File: config.mk
export PLATFORM = sky130hd
export DESIGN_NAME = scci_top
export DESIGN_NICKNAME = d
export VERILOG_FILES = /design/src/design/scci_top.v
export VERILOG_INCLUDE_DIRS = /design/src /design/src/design
export SDC_FILE = /design/constraint.sdc
export NUM_CORES = 1
export LEC_CHECK = 0
export ABC_AREA = 1
export BUFFER_PORTS_ARGS = -buffer_cell sky130_fd_sc_hd__buf_2
export CORE_AREA = 2 2 125 127
export CTS_CLUSTER_DIAMETER = 200
export DETAILED_ROUTE_END_ITERATION = 6
export DIE_AREA = 0 0 127 129
export HOLD_SLACK_MARGIN = 0.02
export PLACE_DENSITY_LB_ADDON = 0.3
export SYNTH_ARGS = -nofsm -noshare
export SYNTH_HDL_FRONTEND = slang
export SYNTH_SLANG_ARGS = --single-unit
File: constraint.sdc
create_clock -name clk_i -period 4.1 [get_ports clk_i]
set_clock_uncertainty 0.1 [all_clocks]
set_input_delay 0.41 -clock clk_i [delete_from_list [all_inputs] [get_ports clk_i]]
set_output_delay 0.41 -clock clk_i [all_outputs]
set_load 0.005 [all_outputs]
File: src/design/scci_map.vh
// Register offsets, field positions and reset values of the capture and flag block.
`ifndef SCCI_MAP_VH
`define SCCI_MAP_VH
// Register byte addresses (word aligned, data in the low byte).
`define SCCI_CAP0_HIGH     8'h00
`define SCCI_CAP0_LOW      8'h04
`define SCCI_CAP1_HIGH     8'h08
`define SCCI_CAP1_LOW      8'h0C
`define SCCI_CAP2_HIGH     8'h10
`define SCCI_CAP2_LOW      8'h14
`define SCCI_OUT_MATRIX    8'h18
`define SCCI_MASK0         8'h1C
`define SCCI_MASK1         8'h20
`define SCCI_MASK2         8'h24
`define SCCI_FLAGS0        8'h28
`define SCCI_FLAGS1        8'h2C
`define SCCI_FLAGS2        8'h30
`define SCCI_INPUT_CTRL0   8'h34
`define SCCI_INPUT_CTRL1   8'h38
`define SCCI_INPUT_CTRL2   8'h3C
// Field positions.
`define SCCI_SOFT_TRIG_BIT 7
`define SCCI_CAP_EN_A_BIT  0
`define SCCI_SEL_A_BIT     1
`define SCCI_CAP_EN_B_BIT  2
`define SCCI_SEL_B_BIT     3
`define SCCI_CYC_END_BIT   0
`define SCCI_EV_A_BIT      3
`define SCCI_EV_B_BIT      4
`define SCCI_SYNC_ERR_BIT  5
`define SCCI_ACT_A_BIT     6
`define SCCI_ACT_B_BIT     7
`define SCCI_MASK_USED     8'h39
`define SCCI_FLAG_W1C      8'h39
// Reset values.
`define SCCI_RESET_BYTE    8'h00
`define SCCI_RESET_CAP     12'h000
`endif

File: src/design/scci_top.v
// Capture registers and interrupt flags of three stage controllers, and the ramp output matrix of the third.
//
// Summary of operation
// - Writing one to soft trigger bit copies counter into capture value.
// - Soft trigger bit reads one when latest capture was software triggered.
// - With capture enabled, each input event loads counter into capture value.
// - Capture is 12 bits; low byte read latches high byte into temp.
// - One shared temp byte serves all multi-byte registers.
// - High byte: trigger bit 7, bits 6:4 zero, capture 11:8 in 3:0.
// - Without soft trigger variant, capture registers are read-only.
// - Matrix bits 3:0 give output A level during ramps 3..0.
// - Matrix bits 7:4 give output B level during ramps 3..0.
// - Sync error flag with its enable raises interrupt request.
// - Event A or B with its enable raises interrupt request.
// - Cycle end flag with its enable raises interrupt request.
// - Output transitions set activity flags; writing one clears them.
// - Autorun controller mismatching predecessor timing sets sync error flag.
// - Qualifying external event A or B sets its event flag.
// - Event flags set and readable regardless of enables.
// - On each event record ramp number code in bits 2:1.
// - Completing whole waveform cycle sets cycle end flag.
// - Capture on an input part only while its enable bit is one.
// - Select zero routes input pin, one routes comparator output.
//
// Our own choices: the register addresses and the Wishbone register port.
`timescale 1ns/1ps
`include "scci_map.vh"

module scci_top #(
  parameter HAS_SOFT_TRIG = 1
) (
  input  wire        clk_i,
  input  wire        rst_i,
  input  wire        wb_cyc_i,
  input  wire        wb_stb_i,
  input  wire        wb_we_i,
  input  wire [7:0]  wb_adr_i,
  input  wire [3:0]  wb_sel_i,
  input  wire [31:0] wb_dat_i,
  output reg  [31:0] wb_dat_o,
  output reg         wb_ack_o,
  input  wire [35:0] stage_counter_i,
  input  wire [2:0]  stage_input_pin_i,
  input  wire [5:0]  comparator_i,
  input  wire [5:0]  event_active_i,
  input  wire [2:0]  cycle_end_i,
  input  wire [2:0]  update_i,
  input  wire [2:0]  autorun_follow_i,
  input  wire [2:0]  stage_out_0_i,
  input  wire [2:0]  stage_out_1_i,
  input  wire [5:0]  ramp_index_i,
  output reg         third_ctrl_out_0_o,
  output reg         third_ctrl_out_1_o,
  output reg         third_ctrl_out_2_o,
  output reg         third_ctrl_out_3_o,
  output reg  [2:0]  irq_o
);

  // ==========================================================================
  // Register map, one byte per word in the low lane:
  //   0x00 / 0x04  capture of controller 0, high image and low byte.
  //   0x08 / 0x0C  capture of controller 1, high image and low byte.
  //   0x10 / 0x14  capture of controller 2, high image and low byte.
  //   0x18         ramp output matrix of the third controller.
  //   0x1C .. 0x24 interrupt enables, one register per controller.
  //   0x28 .. 0x30 interrupt flags, one register per controller.
  //   0x34 .. 0x3C input part control, one register per controller.
  // Everything else reads zero and ignores writes.
  //
  // Software must read a capture low byte before its high byte. The high
  // address returns the shared latch, not the live register, so a read of
  // any other low byte in between hands back the wrong controller's half.
  // That is the price of one shared latch instead of one per register.
  //
  // The waveform generator lives outside this block and reports its ramp
  // number, cycle end, update strobe and output levels on plain inputs.

  // ==========================================================================
  // Register state
  reg  [11:0] capture_value [0:2];
  reg  [2:0]  capture_soft_trigger;
  reg  [7:0]  temp_byte;
  reg  [7:0]  ramp_output_matrix;
  reg  [7:0]  irq_mask [0:2];
  reg  [7:0]  irq_flags [0:2];
  reg  [3:0]  input_part_control [0:2];
  reg  [2:0]  pin_s1;
  reg  [2:0]  pin_s2;
  reg  [2:0]  pin_s3;
  reg  [2:0]  pin_db;
  reg  [5:0]  cmp_s1;
  reg  [5:0]  cmp_s2;
  reg  [5:0]  cmp_s3;
  reg  [5:0]  cmp_db;
  reg  [5:0]  ev_level_q;
  reg  [2:0]  out0_q;
  reg  [2:0]  out1_q;
  reg  [7:0]  next_rdata;
  reg  [7:0]  next_flags [0:2];
  // Each process owns its loop index, so no variable has two drivers.
  integer     i_ev;
  integer     i_cfg;
  integer     i_cap;
  integer     i_flg;
  integer     i_nxt;
  integer     i_irq;

  wire bus_req = wb_cyc_i & wb_stb_i & ~wb_ack_o;
  wire wr_req  = bus_req & wb_we_i & wb_sel_i[0];
  wire rd_req  = bus_req & ~wb_we_i;

  // ==========================================================================
  // Input synchronisers: three stages, a change counts once stages two and three agree.
  // The pins and comparators are asynchronous, so the first stage may go
  // metastable; only the second stage reads it. The filtered level holds its
  // old value while stages two and three disagree, which rejects a one-cycle
  // glitch at the cost of one more cycle of latency.
  always @(posedge clk_i) begin
    if (rst_i) begin
      pin_s1 <= 3'h0;
      pin_s2 <= 3'h0;
      pin_s3 <= 3'h0;
      pin_db <= 3'h0;
      cmp_s1 <= 6'h00;
      cmp_s2 <= 6'h00;
      cmp_s3 <= 6'h00;
      cmp_db <= 6'h00;
    end else begin
      pin_s1 <= stage_input_pin_i;
      pin_s2 <= pin_s1;
      pin_s3 <= pin_s2;
      pin_db <= (pin_s2 & pin_s3) | (pin_db & (pin_s2 | pin_s3));
      cmp_s1 <= comparator_i;
      cmp_s2 <= cmp_s1;
      cmp_s3 <= cmp_s2;
      cmp_db <= (cmp_s2 & cmp_s3) | (cmp_db & (cmp_s2 | cmp_s3));
    end
  end

  // ==========================================================================
  // Event selection. Polarity comes from the waveform side as event_active_i
  // per part, so here an event is the rising of the qualified level.
  // Both parts of one controller may watch the same pin; each part has its
  // own comparator line.
  reg [5:0] ev_level;
  always @* begin
    ev_level = 6'h00;
    for (i_ev = 0; i_ev < 3; i_ev = i_ev + 1) begin
      ev_level[2*i_ev]   = event_active_i[2*i_ev] &
        (input_part_control[i_ev][`SCCI_SEL_A_BIT] ? cmp_db[2*i_ev] : pin_db[i_ev]);
      ev_level[2*i_ev+1] = event_active_i[2*i_ev+1] &
        (input_part_control[i_ev][`SCCI_SEL_B_BIT] ? cmp_db[2*i_ev+1] : pin_db[i_ev]);
    end
  end
  // A level that stays up gives a single event, not one per cycle.
  wire [5:0] ev_pulse = ev_level & ~ev_level_q;

  // ==========================================================================
  // Bus slave: one wait-free ack per request; reads return the low byte.
  // The ack answers one cycle after the request is seen and is never given
  // twice in a row, so a master that holds its strobe gets a transfer every second cycle.
  // Read data is registered and stays put until the next read.
  always @* begin
    next_rdata = `SCCI_RESET_BYTE;
    case (wb_adr_i)
      `SCCI_CAP0_HIGH:   next_rdata = temp_byte;
      `SCCI_CAP1_HIGH:   next_rdata = temp_byte;
      `SCCI_CAP2_HIGH:   next_rdata = temp_byte;
      `SCCI_CAP0_LOW:    next_rdata = capture_value[0][7:0];
      `SCCI_CAP1_LOW:    next_rdata = capture_value[1][7:0];
      `SCCI_CAP2_LOW:    next_rdata = capture_value[2][7:0];
      `SCCI_OUT_MATRIX:  next_rdata = ramp_output_matrix;
      `SCCI_MASK0:       next_rdata = irq_mask[0];
      `SCCI_MASK1:       next_rdata = irq_mask[1];
      `SCCI_MASK2:       next_rdata = irq_mask[2];
      `SCCI_FLAGS0:      next_rdata = irq_flags[0];
      `SCCI_FLAGS1:      next_rdata = irq_flags[1];
      `SCCI_FLAGS2:      next_rdata = irq_flags[2];
      `SCCI_INPUT_CTRL0: next_rdata = {4'h0, input_part_control[0]};
      `SCCI_INPUT_CTRL1: next_rdata = {4'h0, input_part_control[1]};
      `SCCI_INPUT_CTRL2: next_rdata = {4'h0, input_part_control[2]};
      default:           next_rdata = `SCCI_RESET_BYTE;
    endcase
  end

  // High byte image of a capture, used when the low byte is read.
  function [7:0] high_image;
    input        trig;
    input [11:0] val;
    begin
      high_image = {trig, 3'h0, val[11:8]};
    end
  endfunction

  always @(posedge clk_i) begin
    if (rst_i) begin
      wb_ack_o  <= 1'b0;
      wb_dat_o  <= 32'h0000_0000;
      temp_byte <= `SCCI_RESET_BYTE;
    end else begin
      wb_ack_o <= bus_req;
      if (rd_req)
        wb_dat_o <= {24'h00_0000, next_rdata};
      // Reading a low byte freezes its high half so a later high read is coherent.
      if (rd_req && wb_adr_i == `SCCI_CAP0_LOW)
        temp_byte <= high_image(capture_soft_trigger[0], capture_value[0]);
      else if (rd_req && wb_adr_i == `SCCI_CAP1_LOW)
        temp_byte <= high_image(capture_soft_trigger[1], capture_value[1]);
      else if (rd_req && wb_adr_i == `SCCI_CAP2_LOW)
        temp_byte <= high_image(capture_soft_trigger[2], capture_value[2]);
    end
  end

  // ==========================================================================
  // Configuration registers: matrix, masks and input part control.
  always @(posedge clk_i) begin
    if (rst_i) begin
      ramp_output_matrix <= `SCCI_RESET_BYTE;
      for (i_cfg = 0; i_cfg < 3; i_cfg = i_cfg + 1) begin
        irq_mask[i_cfg]           <= `SCCI_RESET_BYTE;
        input_part_control[i_cfg] <= 4'h0;
      end
    end else if (wr_req) begin
      case (wb_adr_i)
        `SCCI_OUT_MATRIX:  ramp_output_matrix <= wb_dat_i[7:0];
        `SCCI_MASK0:       irq_mask[0] <= wb_dat_i[7:0] & `SCCI_MASK_USED;
        `SCCI_MASK1:       irq_mask[1] <= wb_dat_i[7:0] & `SCCI_MASK_USED;
        `SCCI_MASK2:       irq_mask[2] <= wb_dat_i[7:0] & `SCCI_MASK_USED;
        `SCCI_INPUT_CTRL0: input_part_control[0] <= wb_dat_i[3:0];
        `SCCI_INPUT_CTRL1: input_part_control[1] <= wb_dat_i[3:0];
        `SCCI_INPUT_CTRL2: input_part_control[2] <= wb_dat_i[3:0];
        default:           ramp_output_matrix <= ramp_output_matrix;
      endcase
    end
  end

  // ==========================================================================
  // Capture registers. A hardware event wins over a soft trigger in the same
  // cycle, since the event is the one software cannot repeat.
  reg [2:0] soft_hit;
  always @* begin
    soft_hit[0] = wr_req && wb_adr_i == `SCCI_CAP0_HIGH && wb_dat_i[`SCCI_SOFT_TRIG_BIT];
    soft_hit[1] = wr_req && wb_adr_i == `SCCI_CAP1_HIGH && wb_dat_i[`SCCI_SOFT_TRIG_BIT];
    soft_hit[2] = wr_req && wb_adr_i == `SCCI_CAP2_HIGH && wb_dat_i[`SCCI_SOFT_TRIG_BIT];
  end

  // The counter is sampled in the cycle the qualified event is seen, so the
  // capture lags the pin by the synchroniser depth. Software that needs the
  // exact edge time must subtract that fixed latency itself.
  always @(posedge clk_i) begin
    if (rst_i) begin
      capture_soft_trigger <= 3'h0;
      for (i_cap = 0; i_cap < 3; i_cap = i_cap + 1)
        capture_value[i_cap] <= `SCCI_RESET_CAP;
    end else begin
      for (i_cap = 0; i_cap < 3; i_cap = i_cap + 1) begin
        if ((ev_pulse[2*i_cap] && input_part_control[i_cap][`SCCI_CAP_EN_A_BIT]) ||
            (ev_pulse[2*i_cap+1] && input_part_control[i_cap][`SCCI_CAP_EN_B_BIT])) begin
          capture_value[i_cap]        <= stage_counter_i[12*i_cap +: 12];
          capture_soft_trigger[i_cap] <= 1'b0;
        end else if (HAS_SOFT_TRIG != 0 && soft_hit[i_cap]) begin
          capture_value[i_cap]        <= stage_counter_i[12*i_cap +: 12];
          capture_soft_trigger[i_cap] <= 1'b1;
        end
      end
    end
  end

  // ==========================================================================
  // Flag next-state logic. Hardware sets take priority over a write-one clear
  // in the same cycle, so an event that lands while software clears is kept.
  reg [7:0] set_bits;
  reg [7:0] clr_bits;
  reg [7:0] flag_addr;
  reg [1:0] pred;
  always @* begin
    set_bits  = 8'h00;
    clr_bits  = 8'h00;
    flag_addr = `SCCI_FLAGS0;
    pred      = 2'd2;
    for (i_nxt = 0; i_nxt < 3; i_nxt = i_nxt + 1) begin
      // The first controller follows the third; the others follow the one below.
      flag_addr = (i_nxt == 0) ? `SCCI_FLAGS0 : (i_nxt == 1) ? `SCCI_FLAGS1 : `SCCI_FLAGS2;
      pred      = (i_nxt == 0) ? 2'd2 : i_nxt[1:0] - 2'd1;
      set_bits  = 8'h00;
      set_bits[`SCCI_CYC_END_BIT]  = cycle_end_i[i_nxt];
      set_bits[`SCCI_EV_A_BIT]     = ev_pulse[2*i_nxt];
      set_bits[`SCCI_EV_B_BIT]     = ev_pulse[2*i_nxt+1];
      // Strobes that should coincide but do not mark a drifting follower.
      set_bits[`SCCI_SYNC_ERR_BIT] = autorun_follow_i[i_nxt] &
        ((update_i[i_nxt] ^ update_i[pred]) | (cycle_end_i[i_nxt] ^ cycle_end_i[pred]));
      set_bits[`SCCI_ACT_A_BIT]    = stage_out_0_i[i_nxt] ^ out0_q[i_nxt];
      set_bits[`SCCI_ACT_B_BIT]    = stage_out_1_i[i_nxt] ^ out1_q[i_nxt];
      // The ramp code bits are left out of the clear mask: they are read-only.
      clr_bits = (wr_req && wb_adr_i == flag_addr) ?
                 (wb_dat_i[7:0] & (`SCCI_FLAG_W1C | 8'hC0)) : 8'h00;
      next_flags[i_nxt]      = (irq_flags[i_nxt] & ~clr_bits) | set_bits;
      // The ramp code only moves on an event and otherwise keeps the last one.
      next_flags[i_nxt][2:1] = (ev_pulse[2*i_nxt] | ev_pulse[2*i_nxt+1]) ?
                               ramp_index_i[2*i_nxt +: 2] : irq_flags[i_nxt][2:1];
    end
  end

  // Flag registers and the delayed copies used for edge detection. The copies
  // reset to the idle level of their inputs so no false edge follows reset.
  always @(posedge clk_i) begin
    if (rst_i) begin
      out0_q     <= 3'h0;
      out1_q     <= 3'h0;
      ev_level_q <= 6'h00;
      for (i_flg = 0; i_flg < 3; i_flg = i_flg + 1)
        irq_flags[i_flg] <= `SCCI_RESET_BYTE;
    end else begin
      out0_q     <= stage_out_0_i;
      out1_q     <= stage_out_1_i;
      ev_level_q <= ev_level;
      for (i_flg = 0; i_flg < 3; i_flg = i_flg + 1)
        irq_flags[i_flg] <= next_flags[i_flg];
    end
  end

  // ==========================================================================
  // Outputs of the third controller and interrupt requests, all registered.
  // Registering costs one cycle after a ramp change but keeps glitches from
  // the ramp code decode off the pins. The request is a level that stays up
  // until software clears the flag or the enable.
  always @(posedge clk_i) begin
    if (rst_i) begin
      third_ctrl_out_0_o <= 1'b0;
      third_ctrl_out_1_o <= 1'b0;
      third_ctrl_out_2_o <= 1'b0;
      third_ctrl_out_3_o <= 1'b0;
      irq_o              <= 3'h0;
    end else begin
      third_ctrl_out_0_o <= ramp_output_matrix[{1'b0, ramp_index_i[5:4]}];
      third_ctrl_out_2_o <= ramp_output_matrix[{1'b0, ramp_index_i[5:4]}];
      third_ctrl_out_1_o <= ramp_output_matrix[{1'b1, ramp_index_i[5:4]}];
      third_ctrl_out_3_o <= ramp_output_matrix[{1'b1, ramp_index_i[5:4]}];
      for (i_irq = 0; i_irq < 3; i_irq = i_irq + 1)
        irq_o[i_irq] <= |(irq_flags[i_irq] & irq_mask[i_irq]);
    end
  end

endmodule // scci_top

Word-level counts from Yosys, hierarchy flattened
Memories as Yosys holds them, arrays and structs flattened.
Index checks and enable logic that the tools add are counted.
- register bits after elaboration: 78
- bits in writable memories: 84
- bits of input ports: 121
- word-level logic and storage cells: 227
- memories: 4
- memory list (name ; words ; width ; read ports ; clocked after memory_dff ; write ports ; line ; source):
    capture_value ; 3 ; 12 ; 3 ; 0 ; 3 ; scci_top.v:80 ; reg [11:0] capture_value [0:2];
    irq_flags ; 3 ; 8 ; 3 ; 0 ; 3 ; scci_top.v:85 ; reg [7:0] irq_flags [0:2];
    input_part_control ; 3 ; 4 ; 3 ; 0 ; 3 ; scci_top.v:86 ; reg [3:0] input_part_control [0:2];
    irq_mask ; 3 ; 4 ; 3 ; 0 ; 3 ; scci_top.v:84 ; reg [7:0] irq_mask [0:2];
- magnitude comparators: 2
- eq/ne operators: 15
- muxes and demuxes: 83
- bitwise operators: 71
- reductions and logical operators: 31
- operators by type and width (cell ; count):
    8-bit one-hot mux with 14 select lines ; 1
    12-bit 2-to-1 mux ; 6
    8-bit 2-to-1 mux ; 9
    8-bit by 6-bit == test with 1-bit output, second input constant ; 8
    1-bit 2-to-1 mux ; 56
    8-bit AND ; 6
    8-bit by 5-bit == test with 1-bit output, second input constant ; 4
    4-bit 2-to-1 mux ; 6
    8-bit inverter ; 3
    8-bit bitwise OR ; 3
    8-bit OR reduction ; 3
    1-bit bitwise OR ; 21
    6-bit AND ; 3
    1-bit logical AND ; 18
    8-bit by 4-bit == test with 1-bit output, second input constant ; 2
    1-bit AND ; 14
    6-bit bitwise OR ; 2
    1-bit XOR ; 12
    8-bit by 3-bit == test with 1-bit output, second input constant ; 1
    8-bit zero test ; 1
    3-bit AND ; 2
    2-bit 2-to-1 mux ; 3
    6-bit inverter ; 1
    3-bit bitwise OR ; 2
    9 further kinds ; 15

Longest topological paths before layout
- word-level depth: 11
- mapped depth: 12
- mapped depth without buffers: 11

Worst setup path after synthesis
OpenSTA, ideal clock, no wires.
- path kind: input -> register
- start: input port wb_adr_i[0]
- end: memory capture_value[2][0], enable pin
- library setup time: 0.398 ns
- arrival: 1.728 ns
- data required time: 3.602 ns
- path slack: 1.874 ns
- cell stages on the path: 5
- buffers on the path: 0
- cells stage by stage: inv_2 -> nand2_4 -> nor2_4 -> nand2_1 -> o21ai_0
- RTL lines (what ; line ; source):
    start: declaration ; scci_top.v:37 ; input wire [7:0] wb_adr_i,
    end: declaration ; scci_top.v:80 ;

==> metrics.md <==
| Metric | Value |
|---|---|
| Crit path arrival time | ~2300 ps |
| Mapped Area | roughly 0.0074 sq mm |
| Vias in the first global route | 5,344 |
| Post-CTS Resized | 0 |
| Layout Area Growth over Synthesis | 16.2% |
| Detailed router's first-iteration violation count | 436 |
| Slew @ Worst Pin | roughly 760 ps |
| Status | complete, no violations |
| Met3 Track Usage GR | 0.0611 |
| Root Driver | clkbuf_16 |
| Crit path kind | register to register |
| Pin count of the biggest net entering global routing | 41 |
| Routed Antenna Nets | 0 |
| Post-DP HPWL | ~13 mm |
| Post-synth EDFFs | 60 |
| Hold buffer count at CTS | 0 |
| Post-Syn Instances | 900 |
| Worst Hold Slack | about 83 ps |
| H-tree depth | 4 |
| DP Area | around 0.008 sq mm |
| RSZ-0062 raised after global routing | false |
| TritonCTS Buffers | 17 |
| Clock buffer depth | 2 |
| Dpl cells | ~1,200 |
| Core box area | approximately 0.015 sq mm |
| Share of cells above drive strength 1 | 0.219 |
| FF+latch count, synth | approximately 160 |
| Worst-path clk slew | roughly 60 ps |
| Final Net Count | around 1,100 |
| Met2 capacity usage during global routing | 0.352 |
| Final hold vios | 0 |
| Worst skew pair latency | ~420 ps |
| Die W | 127 um |
| Worst slack, placed | between 1500 and 2000 ps |
| DRC Markers | 0 |
| Pre-antenna DRT Iters | 5 |
| Initial Util | 0.495 |
| Pwr per Cell Area | approximately 420 mW/mm^2 |
| Fin crit share | 0.554 |
| Drt wl/cell | approximately 14 um |
| Fin util | 0.575 |
| Clock sinks | 162 |
| Busiest grt layer | met2 |
| Cell area after layout | ~0.0086 sq mm |
| First-pass GRT wire length | roughly 27 mm |
| Max Fclk | roughly 440 MHz |
| Mapped Avg Cell Area | about 8.2 sq um |
| Max-cap viol count | 0 |
| IO Count | 161 |
| Tmin final | around 2300 ps |
| R2R cell count | 10 |
| Hold path depth | 3 |
| Chip Height | between 100 and 150 um |
| Final Max Tran Viols | 0 |
| Routed Wire Length | around 17 mm |
| Total gr overflow | 0 |
| Post-synth top flop | dfxtp_1 |
| Unique masters post-synth | 34 |
| Hold Path Class | input port to register |
| YS warnings | 0 |
| Met1 Resource Use GR | 0.293 |
| Async SR Flop Fraction | 0 |
| Fill count | 1,400 |
| Required @ worst endpoint | about 4200 ps |
| Site row count | 45 |
| Worst Setup Slack, final | ~1800 ps |
| Vias per cell | 4.93 |
| Endpoint type of the worst setup path | register |
| Final setup fails | 0 |
| Commonest non-fill, non-tap cell in the layout | nand2_1 |
| Post-synthesis sequential area ratio | 0.518 |
| Slew headroom | 0.492 |
| Global router's overall resource usage | 0.220 |
| Input/output buffers | between 100 and 150 |
| Crit Path Max Fanout | 12 |
| Routed vias | 5,958 |
| Antenna violations before repair | 1 |
| Fin cells | roughly 1,200 |
| Postcts setup bufs | 0 |
| Post-Route Setup TNS | 0 ps |
| Peak VDD IR | between 300 and 400 uV |
| Placer Congestion | approximately 0.91 |
| Die area | 0.0164 sq mm |
| Leak | about 4 nW |
| Antenna diode count | 0 |
| CTS tree | done |
| Total power | 3.61 mW |
| Commonest non-fill, non-tap cells in the layout | nand2_1 (166), inv_1 (126), nor2_1 (110), buf_2 (109), dfxtp_1 (102) |
| CP startpoint kind | register |
[flip-flops by register name, summed over array words and instances, names as in the netlist, 5 cells and up]
| signal | flops |
|---|---|
| cmp_s2 | 6 |
| ramp_output_matrix | 8 |
| capture_value | 36 |
| input_part_control | 12 |
| cmp_db | 6 |
| temp_byte | 5 |
| ev_level_q | 6 |
| irq_flags | 24 |
| irq_mask | 12 |
| cmp_s3 | 6 |
| wb_dat_o | 8 |
| cmp_s1 | 6 |
[layout make-up]
cell class                      count  area, sq um  area share
Clock buffer                       24          534      0.0620
Timing Repair Buffer              114          583      0.0677
Inverter                          143          537      0.0623
Sequential cell                   162         3840       0.446
Multi-Input combinational cell    570         2790       0.324
Clock inverter                      8         85.1     0.00988
Tap cell                          188          235      0.0273
[power by group]
group / internal (mW) / switching, mW
registers: 1.73 / 0.0304
clock network: 0.981 / 0.639
logic: 0.0828 / 0.147
total: 2.79 / 0.817
[final timing paths]
kind / endpoint / slack, ps / from
worst min-delay path: cmp_s1[3] / 80 / comparator_i[3]
worst max register to register: capture_value[2][11] / 1830 / input_part_control[0][1]
worst min register to register: pin_s2[1] / 300 / pin_s1[1]
worst max-delay path: capture_value[2][11] / 1830 / input_part_control[0][1]
[Yosys cell counts (4+ instances only)]
| cell type | count | area [sq um] |
|---|---|---|
| a21oi_1 | 55 | 275 |
| buf_4 | 28 | 210 |
| buf_6 | 5 | 56.3 |
| clkbuf_1 | 11 | 41.3 |
| dfxtp_1 | 102 | 2040 |
| edfxtp_1 | 60 | 1800 |
| inv_1 | 126 | 473 |
| inv_2 | 16 | 60.1 |
| nand2_1 | 166 | 623 |
| nand2_2 | 8 | 50.1 |
| nand2_4 | 4 | 45.0 |
| nand3_1 | 63 | 315 |
| nor2_1 | 110 | 413 |
| nor2_2 | 27 | 169 |
| nor2_4 | 19 | 214 |
| nor3_1 | 4 | 20.0 |
| o21ai_0 | 56 | 280 |
| o21ai_1 | 5 | 25.0 |
| xnor2_1 | 6 | 52.6 |
| xor2_1 | 6 | 52.6 |
[routing by layer]
metal | vias up | wire, um
met2 | 225 | 8010
met1 | 2694 | 7780
met5 | - | 13
li1 | 3014 | -
met3 | 23 | 1240
met4 | 2 | 246
[logic make-up after synthesis]
| family | after synthesis | share of synthesized area |
|---|---|---|
| DFF | 162 | 0.518 |
| and+or+nand+nor | 409 | 0.262 |
| xor gates and xnor gates | 12 | 0.0142 |
| buffers and inverters | 191 | 0.116 |
| AOI/OAI and AO/OA | 125 | 0.0881 |
| other | 1 | 0.000506 |
[worst max-delay path: stages (launching register included)]
cell and delay [ps]:
edfxtp_1 420, nor2_1 130, nor2_1 50, nand2_1 80
nor2_1 60, nand2_1 50, nand2_1 140, nor2_4 150
nand3_2 110, o21ai_2 610, nor2_1 80
Note: power is estimated with default switching activity, not from simulation.
